## config.mk

```make
export PLATFORM = sky130hd
export DESIGN_NAME = acctmr_top
export DESIGN_NICKNAME = d
export VERILOG_FILES = /design/src/include/acctmr_pkg.sv /design/src/include/acctmr_bcd_if.sv /design/src/acctmr_top.sv /design/src/acctmr_bcd.sv /design/src/acctmr_tick.sv
export SDC_FILE = /design/constraint.sdc
export NUM_CORES = 1
export LEC_CHECK = 0
export ABC_AREA = 1
export BUFFER_PORTS_ARGS = -buffer_cell sky130_fd_sc_hd__buf_4
export CORE_ASPECT_RATIO = 0.9
export CORE_MARGIN = 8
export CORE_UTILIZATION = 30
export CTS_BUF_LIST = sky130_fd_sc_hd__clkbuf_4
export CTS_CLUSTER_SIZE = 20
export DETAILED_ROUTE_END_ITERATION = 8
export GPL_ROUTABILITY_DRIVEN = 0
export SLEW_MARGIN = 10
export SYNTH_ARGS = -nofsm -noshare
export SYNTH_HDL_FRONTEND = slang
export SYNTH_HIERARCHICAL = 1
export SYNTH_SLANG_ARGS = --single-unit
```

## constraint.sdc

```tcl
create_clock -name clk_i -period 3.21 [get_ports clk_i]
set_input_delay 0.1605 -clock clk_i [delete_from_list [all_inputs] [get_ports clk_i]]
set_output_delay 0.1605 -clock clk_i [all_outputs]
set_load 0.01 [all_outputs]
```

## src/include/acctmr_pkg.sv

```systemverilog
// Constants shared by the accumulating tenth-second timer block
package acctmr_pkg;

  // ----------------------------------------------------------------
  // Timing
  // ----------------------------------------------------------------
  // Clock period in ns
  localparam int unsigned CLK_PERIOD_NS = 10;
  // Time base in ns (0.1 s)
  localparam int unsigned TBASE_NS      = 100_000_000;
  // Clock cycles per time-base tick
  localparam int unsigned TBASE_CYC     = TBASE_NS / CLK_PERIOD_NS;

  // ----------------------------------------------------------------
  // Value formats
  // ----------------------------------------------------------------
  // Four BCD digits
  localparam int unsigned BCD_W       = 16;
  localparam int unsigned BCD_DIGITS  = 4;
  // Largest count, 999.9 s
  localparam logic [15:0] BCD_MAX     = 16'h9999;
  // Reset values of set value and present value
  localparam logic [15:0] SV_RST      = 16'h0000;
  localparam logic [15:0] PV_RST      = 16'h0000;

  // ----------------------------------------------------------------
  // Register map (byte addresses)
  // ----------------------------------------------------------------
  localparam int unsigned ADDR_W       = 8;
  localparam logic [7:0]  OFF_SET_VAL  = 8'h00;
  localparam logic [7:0]  OFF_PRES_VAL = 8'h04;
  localparam logic [7:0]  OFF_STATUS   = 8'h08;
  localparam logic [7:0]  OFF_IRQ_STAT = 8'h0C;
  localparam logic [7:0]  OFF_IRQ_MASK = 8'h10;

  // Status register bits
  localparam int unsigned ST_DONE = 0;
  localparam int unsigned ST_ERR  = 1;
  localparam int unsigned ST_RUN  = 2;
  // Interrupt status and mask bits
  localparam int unsigned IRQ_W    = 2;
  localparam int unsigned IRQ_DONE = 0;
  localparam int unsigned IRQ_ERR  = 1;
  localparam logic [1:0]  IRQ_RST  = 2'h0;

endpackage

```

## src/include/acctmr_bcd_if.sv

```systemverilog
// Carrier between the timer core and one BCD digit unit
interface acctmr_bcd_if;
  logic [15:0] value; // Four-digit BCD operand
  logic        valid; // Every digit is 0 to 9
  logic [15:0] incr;  // Operand plus one, saturating

  // Digit unit side
  modport unit (input value, output valid, output incr);
  // Timer core side
  modport user (output value, input valid, input incr);
endinterface

```

## src/acctmr_top.sv

```systemverilog
// Accumulating tenth-second timer with Wishbone register access
//
// Overview of operation
// - Start at zero, add one per tick
// - Range 0.1 to 999.9 seconds
// - Time while condition ON, stop at set value
// - Reset bit input clears value, ends timing
// - Advance only in executed scans
// - Interlock off retains present value
// - Jumped section neither times nor clears
// - Power loss clears present value
// - Timed out stays until rewrite or reset
// - Completion flag may lag one scan
// - Set value zero flags on input rise
// - Set value one may flag immediately
// - Interval short by at most one tick
// - Non-BCD word raises error flag
//
// The Wishbone register port and the address map were chosen for this implementation.
module acctmr_top #(
  parameter int unsigned TICK_CYCLES = acctmr_pkg::TBASE_CYC
) (
  // Clock and reset
  input  wire logic        clk_i,
  input  wire logic        rst_i,
  // Wishbone slave
  input  wire logic [7:0]  adr_i,
  input  wire logic [31:0] dat_i,
  output logic [31:0]      dat_o,
  input  wire logic        we_i,
  input  wire logic [3:0]  sel_i,
  input  wire logic        cyc_i,
  input  wire logic        stb_i,
  output logic             ack_o,
  // Program scan
  input  wire logic        scan_i,
  input  wire logic        exec_cond_i,
  input  wire logic        reset_bit_input_i,
  input  wire logic        interlock_on_i,
  input  wire logic        jumped_i,
  // Timer results
  output logic [15:0]      present_value_o,
  output logic             done_o,
  output logic             error_flag_o,
  output logic             irq_o
);

  // ----------------------------------------------------------------
  // Declarations
  // ----------------------------------------------------------------
  logic [15:0] set_value_q;   // Target, BCD
  logic [15:0] pv_q;          // Present value, BCD
  logic [15:0] pv_d;          // Next present value
  logic        done_q;        // Completion flag
  logic        done_d;        // Next completion flag
  logic        err_q;         // Error flag
  logic        err_d;         // Next error flag
  logic        run_q;         // Timed in last scan
  logic        tick;          // Time-base pulse
  logic        tick_pend_q;   // Tick not yet consumed
  logic        ack_q;         // Bus answer
  logic [31:0] rdata_q;       // Read data
  logic [1:0]  irq_stat_q;    // Sticky events
  logic [1:0]  irq_mask_q;    // Event enables
  logic [1:0]  irq_ev;        // Events this cycle
  logic [1:0]  irq_clr;       // Write-one-to-clear bits
  logic        req;           // New bus request
  logic        wr;            // Bus write in its ack cycle
  logic        wr_sv;         // Set value write
  logic        wr_pv;         // Present value write
  logic [15:0] wr_half;       // Low half of write data
  logic [15:0] new_pv;        // Present value after write
  logic        executed;      // Timer executed this scan
  logic        rst_cmd;       // Reset bit taken
  logic        timing;        // Accumulating this scan
  logic        sv_ok;         // Set value is BCD
  logic        pv_ok;         // Present value is BCD

  // BCD units for present and set values
  acctmr_bcd_if pv_bcd ();
  acctmr_bcd_if sv_bcd ();

  // ----------------------------------------------------------------
  // Sub-blocks
  // ----------------------------------------------------------------
  // Present value check and increment
  acctmr_bcd u_pv_bcd (
    .bcd (pv_bcd.unit)
  );

  // Set value check; increment unused
  acctmr_bcd u_sv_bcd (
    .bcd (sv_bcd.unit)
  );

  // Tenth-second time base
  acctmr_tick #(
    .CYCLES (TICK_CYCLES)
  ) u_tick (
    .clk_i  (clk_i),
    .rst_i  (rst_i),
    .tick_o (tick)
  );

  assign pv_bcd.value = pv_q;
  assign sv_bcd.value = set_value_q;
  assign pv_ok        = pv_bcd.valid;
  assign sv_ok        = sv_bcd.valid;

  // ----------------------------------------------------------------
  // Scan qualification
  // ----------------------------------------------------------------
  // Interlock or jump holds
  assign executed = scan_i & ~jumped_i & interlock_on_i;
  assign rst_cmd  = executed & reset_bit_input_i;
  assign timing   = executed & exec_cond_i & ~reset_bit_input_i & sv_ok;

  // ----------------------------------------------------------------
  // Bus decode
  // ----------------------------------------------------------------
  // Request seen in its first cycle only
  assign req   = cyc_i & stb_i & ~ack_q;
  // Write lands at the edge that samples ack, data still held
  assign wr    = cyc_i & stb_i & we_i & ack_q;
  assign wr_sv = wr & (adr_i == acctmr_pkg::OFF_SET_VAL);
  assign wr_pv = wr & (adr_i == acctmr_pkg::OFF_PRES_VAL);

  // Byte lanes of the low half word
  always_comb begin
    wr_half = (adr_i == acctmr_pkg::OFF_SET_VAL) ? set_value_q : pv_q;
    if (sel_i[0]) begin
      wr_half[7:0] = dat_i[7:0];
    end
    if (sel_i[1]) begin
      wr_half[15:8] = dat_i[15:8];
    end
  end
  assign new_pv = wr_half;

  // ----------------------------------------------------------------
  // Tick capture
  // ----------------------------------------------------------------
  // A tick waits for the next scan
  always_ff @(posedge clk_i) begin
    if (rst_i) begin
      tick_pend_q <= 1'b0;
    end else if (tick) begin
      // New tick wins over consumption
      tick_pend_q <= 1'b1;
    end else if (executed) begin
      tick_pend_q <= 1'b0;
    end
  end

  // ----------------------------------------------------------------
  // Timer next state
  // ----------------------------------------------------------------
  always_comb begin
    pv_d   = pv_q;
    done_d = done_q;
    err_d  = err_q;
    if (wr_pv) begin
      pv_d   = new_pv;
      done_d = (new_pv >= set_value_q);
    end else if (rst_cmd) begin
      pv_d   = acctmr_pkg::PV_RST;
      done_d = 1'b0;
    end else if (timing) begin
      if (done_q) begin
        // Timed out, wait for rewrite or reset
        pv_d = pv_q;
      end else if (pv_q >= set_value_q) begin
        pv_d = set_value_q;
      end else if (tick_pend_q) begin
        pv_d = pv_bcd.incr;
      end
      done_d = done_q | (pv_d >= set_value_q);
    end
    if (executed) begin
      err_d = ~sv_ok | ~pv_ok;
    end
  end

  // ----------------------------------------------------------------
  // Timer state
  // ----------------------------------------------------------------
  // Power-up reset clears value
  always_ff @(posedge clk_i) begin
    if (rst_i) begin
      pv_q   <= acctmr_pkg::PV_RST;
      done_q <= 1'b0;
      err_q  <= 1'b0;
    end else begin
      pv_q   <= pv_d;
      done_q <= done_d;
      err_q  <= err_d;
    end
  end

  // Activity of last executed scan
  always_ff @(posedge clk_i) begin
    if (rst_i) begin
      run_q <= 1'b0;
    end else if (executed) begin
      run_q <= timing & ~done_d;
    end
  end

  // ----------------------------------------------------------------
  // Set value register
  // ----------------------------------------------------------------
  always_ff @(posedge clk_i) begin
    if (rst_i) begin
      set_value_q <= acctmr_pkg::SV_RST;
    end else if (wr_sv) begin
      set_value_q <= wr_half;
    end
  end

  // ----------------------------------------------------------------
  // Interrupts
  // ----------------------------------------------------------------
  // Completion and error rising edges
  assign irq_ev[acctmr_pkg::IRQ_DONE] = done_d & ~done_q;
  assign irq_ev[acctmr_pkg::IRQ_ERR]  = err_d & ~err_q;
  // Write one clears
  assign irq_clr = (wr & (adr_i == acctmr_pkg::OFF_IRQ_STAT) & sel_i[0])
                   ? dat_i[1:0] : 2'h0;

  // Sticky status, set wins over clear
  always_ff @(posedge clk_i) begin
    if (rst_i) begin
      irq_stat_q <= acctmr_pkg::IRQ_RST;
    end else begin
      irq_stat_q <= (irq_stat_q & ~irq_clr) | irq_ev;
    end
  end

  // Mask register
  always_ff @(posedge clk_i) begin
    if (rst_i) begin
      irq_mask_q <= acctmr_pkg::IRQ_RST;
    end else if (wr & (adr_i == acctmr_pkg::OFF_IRQ_MASK) & sel_i[0]) begin
      irq_mask_q <= dat_i[1:0];
    end
  end

  assign irq_o = |(irq_stat_q & irq_mask_q);

  // ----------------------------------------------------------------
  // Bus answer and read data
  // ----------------------------------------------------------------
  // Answer one cycle after request, for one cycle
  always_ff @(posedge clk_i) begin
    if (rst_i) begin
      ack_q <= 1'b0;
    end else begin
      ack_q <= req;
    end
  end

  // Read mux, unmapped reads zero
  always_ff @(posedge clk_i) begin
    if (rst_i) begin
      rdata_q <= 32'h0000_0000;
    end else if (req) begin
      unique case (adr_i)
        acctmr_pkg::OFF_SET_VAL:  rdata_q <= {16'h0000, set_value_q};
        acctmr_pkg::OFF_PRES_VAL: rdata_q <= {16'h0000, pv_q};
        acctmr_pkg::OFF_STATUS:   rdata_q <= {29'h0, run_q, err_q, done_q};
        acctmr_pkg::OFF_IRQ_STAT: rdata_q <= {30'h0, irq_stat_q};
        acctmr_pkg::OFF_IRQ_MASK: rdata_q <= {30'h0, irq_mask_q};
        default:                  rdata_q <= 32'h0000_0000;
      endcase
    end
  end

  // ----------------------------------------------------------------
  // Outputs
  // ----------------------------------------------------------------
  assign ack_o           = ack_q;
  assign dat_o           = rdata_q;
  assign present_value_o = pv_q;
  assign done_o          = done_q;
  assign error_flag_o    = err_q;

endmodule // acctmr_top

```

## src/acctmr_bcd.sv

```systemverilog
// Four-digit BCD validity check and saturating increment
module acctmr_bcd (
  // Operand and results
  acctmr_bcd_if.unit bcd
);

  logic [3:0] digit;  // Current digit
  logic       carry;  // Ripple carry into digit
  logic       ok;     // Running validity
  logic [15:0] sum;   // Incremented value

  // ----------------------------------------------------------------
  // Digit ripple
  // ----------------------------------------------------------------
  always_comb begin
    carry = 1'b1;
    ok    = 1'b1;
    sum   = bcd.value;
    digit = 4'h0;
    for (int i = 0; i < acctmr_pkg::BCD_DIGITS; i++) begin
      digit = bcd.value[4*i +: 4];
      // Digit above nine marks the word illegal
      if (digit > 4'h9) begin
        ok = 1'b0;
      end
      if (carry) begin
        // Nine rolls to zero and carries on
        if (digit == 4'h9) begin
          sum[4*i +: 4] = 4'h0;
        end else begin
          sum[4*i +: 4] = digit + 4'h1;
          carry         = 1'b0;
        end
      end
    end
  end

  // Saturate at all nines
  assign bcd.valid = ok;
  assign bcd.incr  = (bcd.value == acctmr_pkg::BCD_MAX) ? bcd.value : sum;

endmodule // acctmr_bcd

```

## src/acctmr_tick.sv

```systemverilog
// Time-base tick generator, one pulse per period
module acctmr_tick #(
  parameter int unsigned CYCLES = 10
) (
  // Clock and reset
  input  wire logic clk_i,
  input  wire logic rst_i,
  // One-cycle tick
  output logic      tick_o
);

  localparam int unsigned CW = (CYCLES > 1) ? $clog2(CYCLES) : 1;
  localparam logic [CW-1:0] LAST = CW'(CYCLES - 1);

  logic [CW-1:0] cnt_q; // Cycle count within period

  // ----------------------------------------------------------------
  // Free-running divider
  // ----------------------------------------------------------------
  always_ff @(posedge clk_i) begin
    if (rst_i) begin
      cnt_q  <= '0;
      tick_o <= 1'b0;
    end else if (cnt_q == LAST) begin
      cnt_q  <= '0;
      tick_o <= 1'b1;
    end else begin
      cnt_q  <= cnt_q + CW'(1);
      tick_o <= 1'b0;
    end
  end

endmodule // acctmr_tick

```

* Word level (Yosys, flattened, before mapping)
Cells that the tools add are included.
Word-level totals: register bits 98, output and inout port bits 52, input bits 54, word-level logic and storage cells 118
Operators by class: reduce and logical (&&, ||, !) cells 5, add/sub/neg operators 5, multiplexer cells 42, $lt $le $gt $ge 11, bitwise logic cells 33, equality and inequality tests 10
Operators by type and width (number):
- $mux W16 | 11
- $pmux W16 S5 | 1
- $ge A16 B16 Y1 | 3
- $gt A4 B4 Y1 const B | 8
- $mux W4 | 7
- $add A24 B1 Y24 const B | 1
- $eq A24 B24 Y1 const B | 1
- $mux W1 | 20
- $and A1 B1 Y1 | 19
- $add A4 B1 Y4 const B | 4
- $eq A16 B16 Y1 const B | 1
- $eq A4 B4 Y1 const B | 4
- $eq A8 B4 Y1 const B | 2
- $mux W8 | 2
- $eq A8 B3 Y1 const B | 1
- $eq A8 B5 Y1 const B | 1
- $logic_not A8 Y1 | 1
- $not A1 Y1 | 8
- $and A2 B2 Y2 | 2
- $reduce_or A2 Y1 | 2
- $reduce_bool A3 Y1 | 1
- $mux W2 | 1
- $not A2 Y2 | 1
- $or A1 B1 Y1 | 2
- 2 further kinds | 2

* Depth between registers and ports, before layout
word-level depth 19, depth in mapped cells 28, gate-level depth less buffers 28

* Hierarchy
The synthesis kept the hierarchy.
By module, submodules not included:
- acctmr_top | cells each 736, seq. area each 1141.1 µm², instances 1, area each 4834.6 µm²
- acctmr_tick | cells each 209, seq. area each 500.5 µm², instances 1, area each 1406.3 µm²
- acctmr_bcd | cells each 106, seq. area each 0.0 µm², instances 2, area each 538.0 µm²

* Worst setup path after synthesis
No wires, ideal clock.
kind reg-to-reg, from reg pv_q[0], in the netlist present_value_o[0], to reg run_q, library setup time 0.132 ns, clock period less this slack 3.089 ns, slack 0.121 ns, cell stages (with the launch flop) 26, data arrival time 2.957 ns, path through dfxtp_1 -> inv_1 -> ha_1 -> nand2_1 -> nor2_1 -> and2_1 -> nor2_1 -> nand2_1 -> nand2_2 -> nand2_2 -> buf_4 -> nand2_1 -> nand3_1 -> and2_1 -> ha_1 -> nand2_1 -> inv_1 -> nand3_1 -> nor3_1 -> nand2_1 -> nand3_1 -> nand2_1 -> nand2_1 -> nand2_1 -> nand3_1 -> a21oi_1
On the way: cells in the longest elaborated chain, start to end 19, elaborated cells on any way between the ends 28, those cells by class add/sub (1); order compare (3); eq/ne (2); mux (19); bitwise (3)
Ends and longest elaborated chain:
- from (decl) | RTL line acctmr_top.sv:52 | logic [15:0] pv_q;
- from (signal assigned) | RTL line acctmr_top.sv:190 | pv_q <= acctmr_pkg::PV_RST;
- from (signal assigned) | RTL line acctmr_top.sv:194 | pv_q <= pv_d;
- $eq A4 B4 Y1 | RTL line acctmr_bcd.sv:28 | if (digit == 4'h9) begin
- $mux W1 | RTL line acctmr_bcd.sv:28
- $mux W1 (2 in series) | RTL line acctmr_bcd.sv:26 | if (carry) begin
- $mux W4 | RTL line acctmr_bcd.sv:26
- $mux W16 | RTL line acctmr_bcd.sv:40 | assign bcd.incr = (bcd.value == acctmr_pkg::BCD_MAX) ? bcd.value : sum;
- $mux W16 | RTL line acctmr_top.sv:174 | end else if (tick_pend_q) begin
- $mux W16 | RTL line acctmr_top.sv:172 | end else if (pv_q >= set_value_q) begin
- $mux W16 | RTL line acctmr_top.sv:169 | if (done_q) begin
- [... 2 more ...]
- $mux W16 | RTL line acctmr_top.sv:162 | if (wr_pv) begin
- $ge A16 B16 Y1 | RTL line acctmr_top.sv:177 | done_d = done_q | (pv_d >= set_value_q);
- $or A1 B1 Y1 | RTL line acctmr_top.sv:177
- $mux W1 | RTL line acctmr_top.sv:168 | end else if (timing) begin
- $mux W1 | RTL line acctmr_top.sv:165 | end else if (rst_cmd) begin
- $mux W1 * | RTL line acctmr_top.sv:162
- $not A1 Y1 * | RTL line acctmr_top.sv:205 | run_q <= timing & ~done_d;
- $and A1 B1 Y1 * | RTL line acctmr_top.sv:205
- to (signal assigned) | RTL line acctmr_top.sv:205
- to (decl) | RTL line acctmr_top.sv:58 | logic run_q;
Mark *: on every way between the ends. The rest lies on a longest branch, timed or not. The select of a mux whose other input is x is not followed. A chain may end at the register's enable or synchronous reset.

* Final worst setup path
from reg set_value_q[15], to reg run_q
On the way: cells in the longest elaborated chain, start to end 13, elaborated cells on any way between the ends 19, those cells by class order compare (4); mux (11); bitwise (4)
Ends and longest elaborated chain:
- from (decl) | RTL line acctmr_top.sv:51 | logic [15:0] set_value_q;
- from (signal assigned) | RTL line acctmr_top.sv:214 | set_value_q <= acctmr_pkg::SV_RST;
- from (signal assigned) | RTL line acctmr_top.sv:216 | set_value_q <= wr_half;
- $ge A16 B16 Y1 | RTL line acctmr_top.sv:172
- $mux W16 | RTL line acctmr_top.sv:172
- $mux W16 | RTL line acctmr_top.sv:169
- $mux W16 | RTL line acctmr_top.sv:168
- $mux W16 | RTL line acctmr_top.sv:165
- $mux W16 | RTL line acctmr_top.sv:162
- $ge A16 B16 Y1 | RTL line acctmr_top.sv:177
- $or A1 B1 Y1 | RTL line acctmr_top.sv:177
- $mux W1 | RTL line acctmr_top.sv:168
- $mux W1 | RTL line acctmr_top.sv:165
- $mux W1 | RTL line acctmr_top.sv:162
- $not A1 Y1 | RTL line acctmr_top.sv:205
- $and A1 B1 Y1 * | RTL line acctmr_top.sv:205
Marks and branches as above.

==> metrics.txt <==
crit-path cells inv_2, ha_4, nand4_1, nor3_2, nand2_4, buf_6, nand3_1, nand3_1, and2_1, ha_1, nand2_1, nand2_1, nand2_1, nand2_1, a21oi_2, nand3_2, nand2_1, nand2_1, nand2_2, nand3_1, a21oi_2; DRT iter0 DRCs roughly 500; Cells after DPL between 1000 and 1500; initial antenna violation count 0; Synth Instances 1063; Die Ht 159.1 µm; f_max about 310 MHz; row cnt 52; Routed WL 22280 µm; Slew @ Worst Pin about 1.2 ns; R2R cell count 21; num ports 106; Die Area 0.02786 mm²; starting density of the core 0.3043; startpoint types flop; Period Utilization, post-route 0.9943; max_cap viols 0; largest net degree at the start of global routing 38; Vias/cell 4.825; Buf/Inv on CP 2; CP peak stage delay ~0.37 ns; RSZ-0062 raised after global routing yes; dpl ws -0.08293 ns; worst-skew pair later-pin latency 0.48 ns; outcome complete, no violations; syn_area_per_cell 6.425 µm²; PwrDens ~280 mW/mm²; CTS Buf Count 9; Area Overhead vs Synth 27.06%; Worst Path Arrival 3.61 ns; htree depth 3; Worst path slowest cell dfxtp_2; first-pass GRT wire length ~35000 µm; WP depth 21; vias 7233; CTS Root Cell clkbuf_4; fill count 2406; Slew Limit Headroom 0.1784; Final Non-Filler Cells 1499; routed len/inst 14.86 µm; CP Max Fanout 6; Setup Skew 0.01875 ns; warnings from Yosys 6; DPL Wire Length 16760 µm; crit-path leading delay family simple AND/OR/NAND/NOR gates; Critical Path Sink Type flop; slack of the critical path 0.01841 ns; Worst Hold Launch dat_i[4]; startpoint of the worst register-to-register path set_value_q[15]; 1st-pass router iterations 5; # DRC 0; gr ovfl total 0; port bufs 71; Core Region 0.02245 mm²; hold path cells 3; Final setup viols 0; Die Wd 175.1 µm; Req. time, crit path 3.63 ns; Leak Pwr 3.825 nW; Max Buffers Root-to-Sink 2; Inserted Diodes 0; layout cells sized above 1 0.2504; synthesized cell area 0.006830 mm²; R2R Setup Slk 0.02 ns; most common cell after layout, fill and taps aside nand2_1; clk slew on worst S/H paths 0.16 ns; commonest cells after routing, fill and taps aside nand2_1 (273), buf_4 (135), inv_1 (101); hold violation count in the final report 0; Routed Antenna Nets 0; Peak VDD IR 0.1870 mV; final hold slack 0.05057 ns; Final Util 0.3866; clk sink count 82; Final min period 3.192 ns; most frequent CP cell nand2_1; all-layer global routing usage 0.1542; TritonCTS clock tree done; Slew Limit Fails 0; Crit. Startpoint set_value_q[15]; Hold WC Path Type input port to flop; critical path class flop to flop; nets@finish 1300; number of global-route vias before repair 6719
[area by class of cell]
class                   count  area [µm²]  area share
clock inverters             7       83.83    0.009660
inverters                 139       523.0     0.06027
clock buffers               9       67.56    0.007785
repair buffers            157        1259      0.1450
multi-input cells         808        4718      0.5437
flip-flops and latches     82        1655      0.1907
well taps                 297       371.6     0.04282
[power breakdown]
| group | switching [mW] | total, mW | internal, mW |
|---|---|---|---|
| Clock | 0.436 | 0.687 | 0.251 |
| Sequential | 0.0145 | 1.05 | 1.04 |
| Combinational | 0.427 | 0.725 | 0.298 |
[sequential cells by signal, indices dropped and copies added, names as in the netlist]
name	count
error_flag_o	1
run_q	1
set_value_q	16
present_value_o	16
done_o	1
dat_o	16
tick_pend_q	1
ack_o	1
u_tick/tick_o	1
irq_mask_q	2
u_tick/cnt_q	24
irq_stat_q	2
[tightest hold or removal path, delay by kind of cell]
family,cells,cell delay [ns]
compound gates,2,0.23
buf+inv,1,0.09
[path summary, 6_finish.rpt]
kind,to
worst min-delay path,set_value_q[4]
worst max-delay path,run_q
worst min register to register,tick_pend_q
worst max register to register,run_q
[stage by stage]
stage	instance area, µm²	TNS (ns)	total power [mW]
after floorplan	6887	0	1.466
after global placement	7971	-0.04337	1.644
after detailed placement	7971	-0.1381	1.650
after CTS	8283	0	2.367
after global routing	8678	-0.4286	2.607
final	8678	0	2.461
[timing repair]
action                                 CTS  global route
pin swaps                                0            36
gates cloned                             0             2
gates resized for setup                  3            72
setup endpoints to repair                3             3
endpoints found under the hold margin   17             1
hold buffers                            15             1
setup buffers                            0             5
[metal layers]
layer	vias to the layer above	part of all wire	GRT usage	wire (µm)
met5	-	0	0	0
met3	14	0.062	0.03722	1373
met1	3305	0.46	0.2024	10320
met4	0	0.012	0.03658	264
met2	199	0.46	0.2496	10330
li1	3715	-	-	-
(Power assumes the default switching activity.)
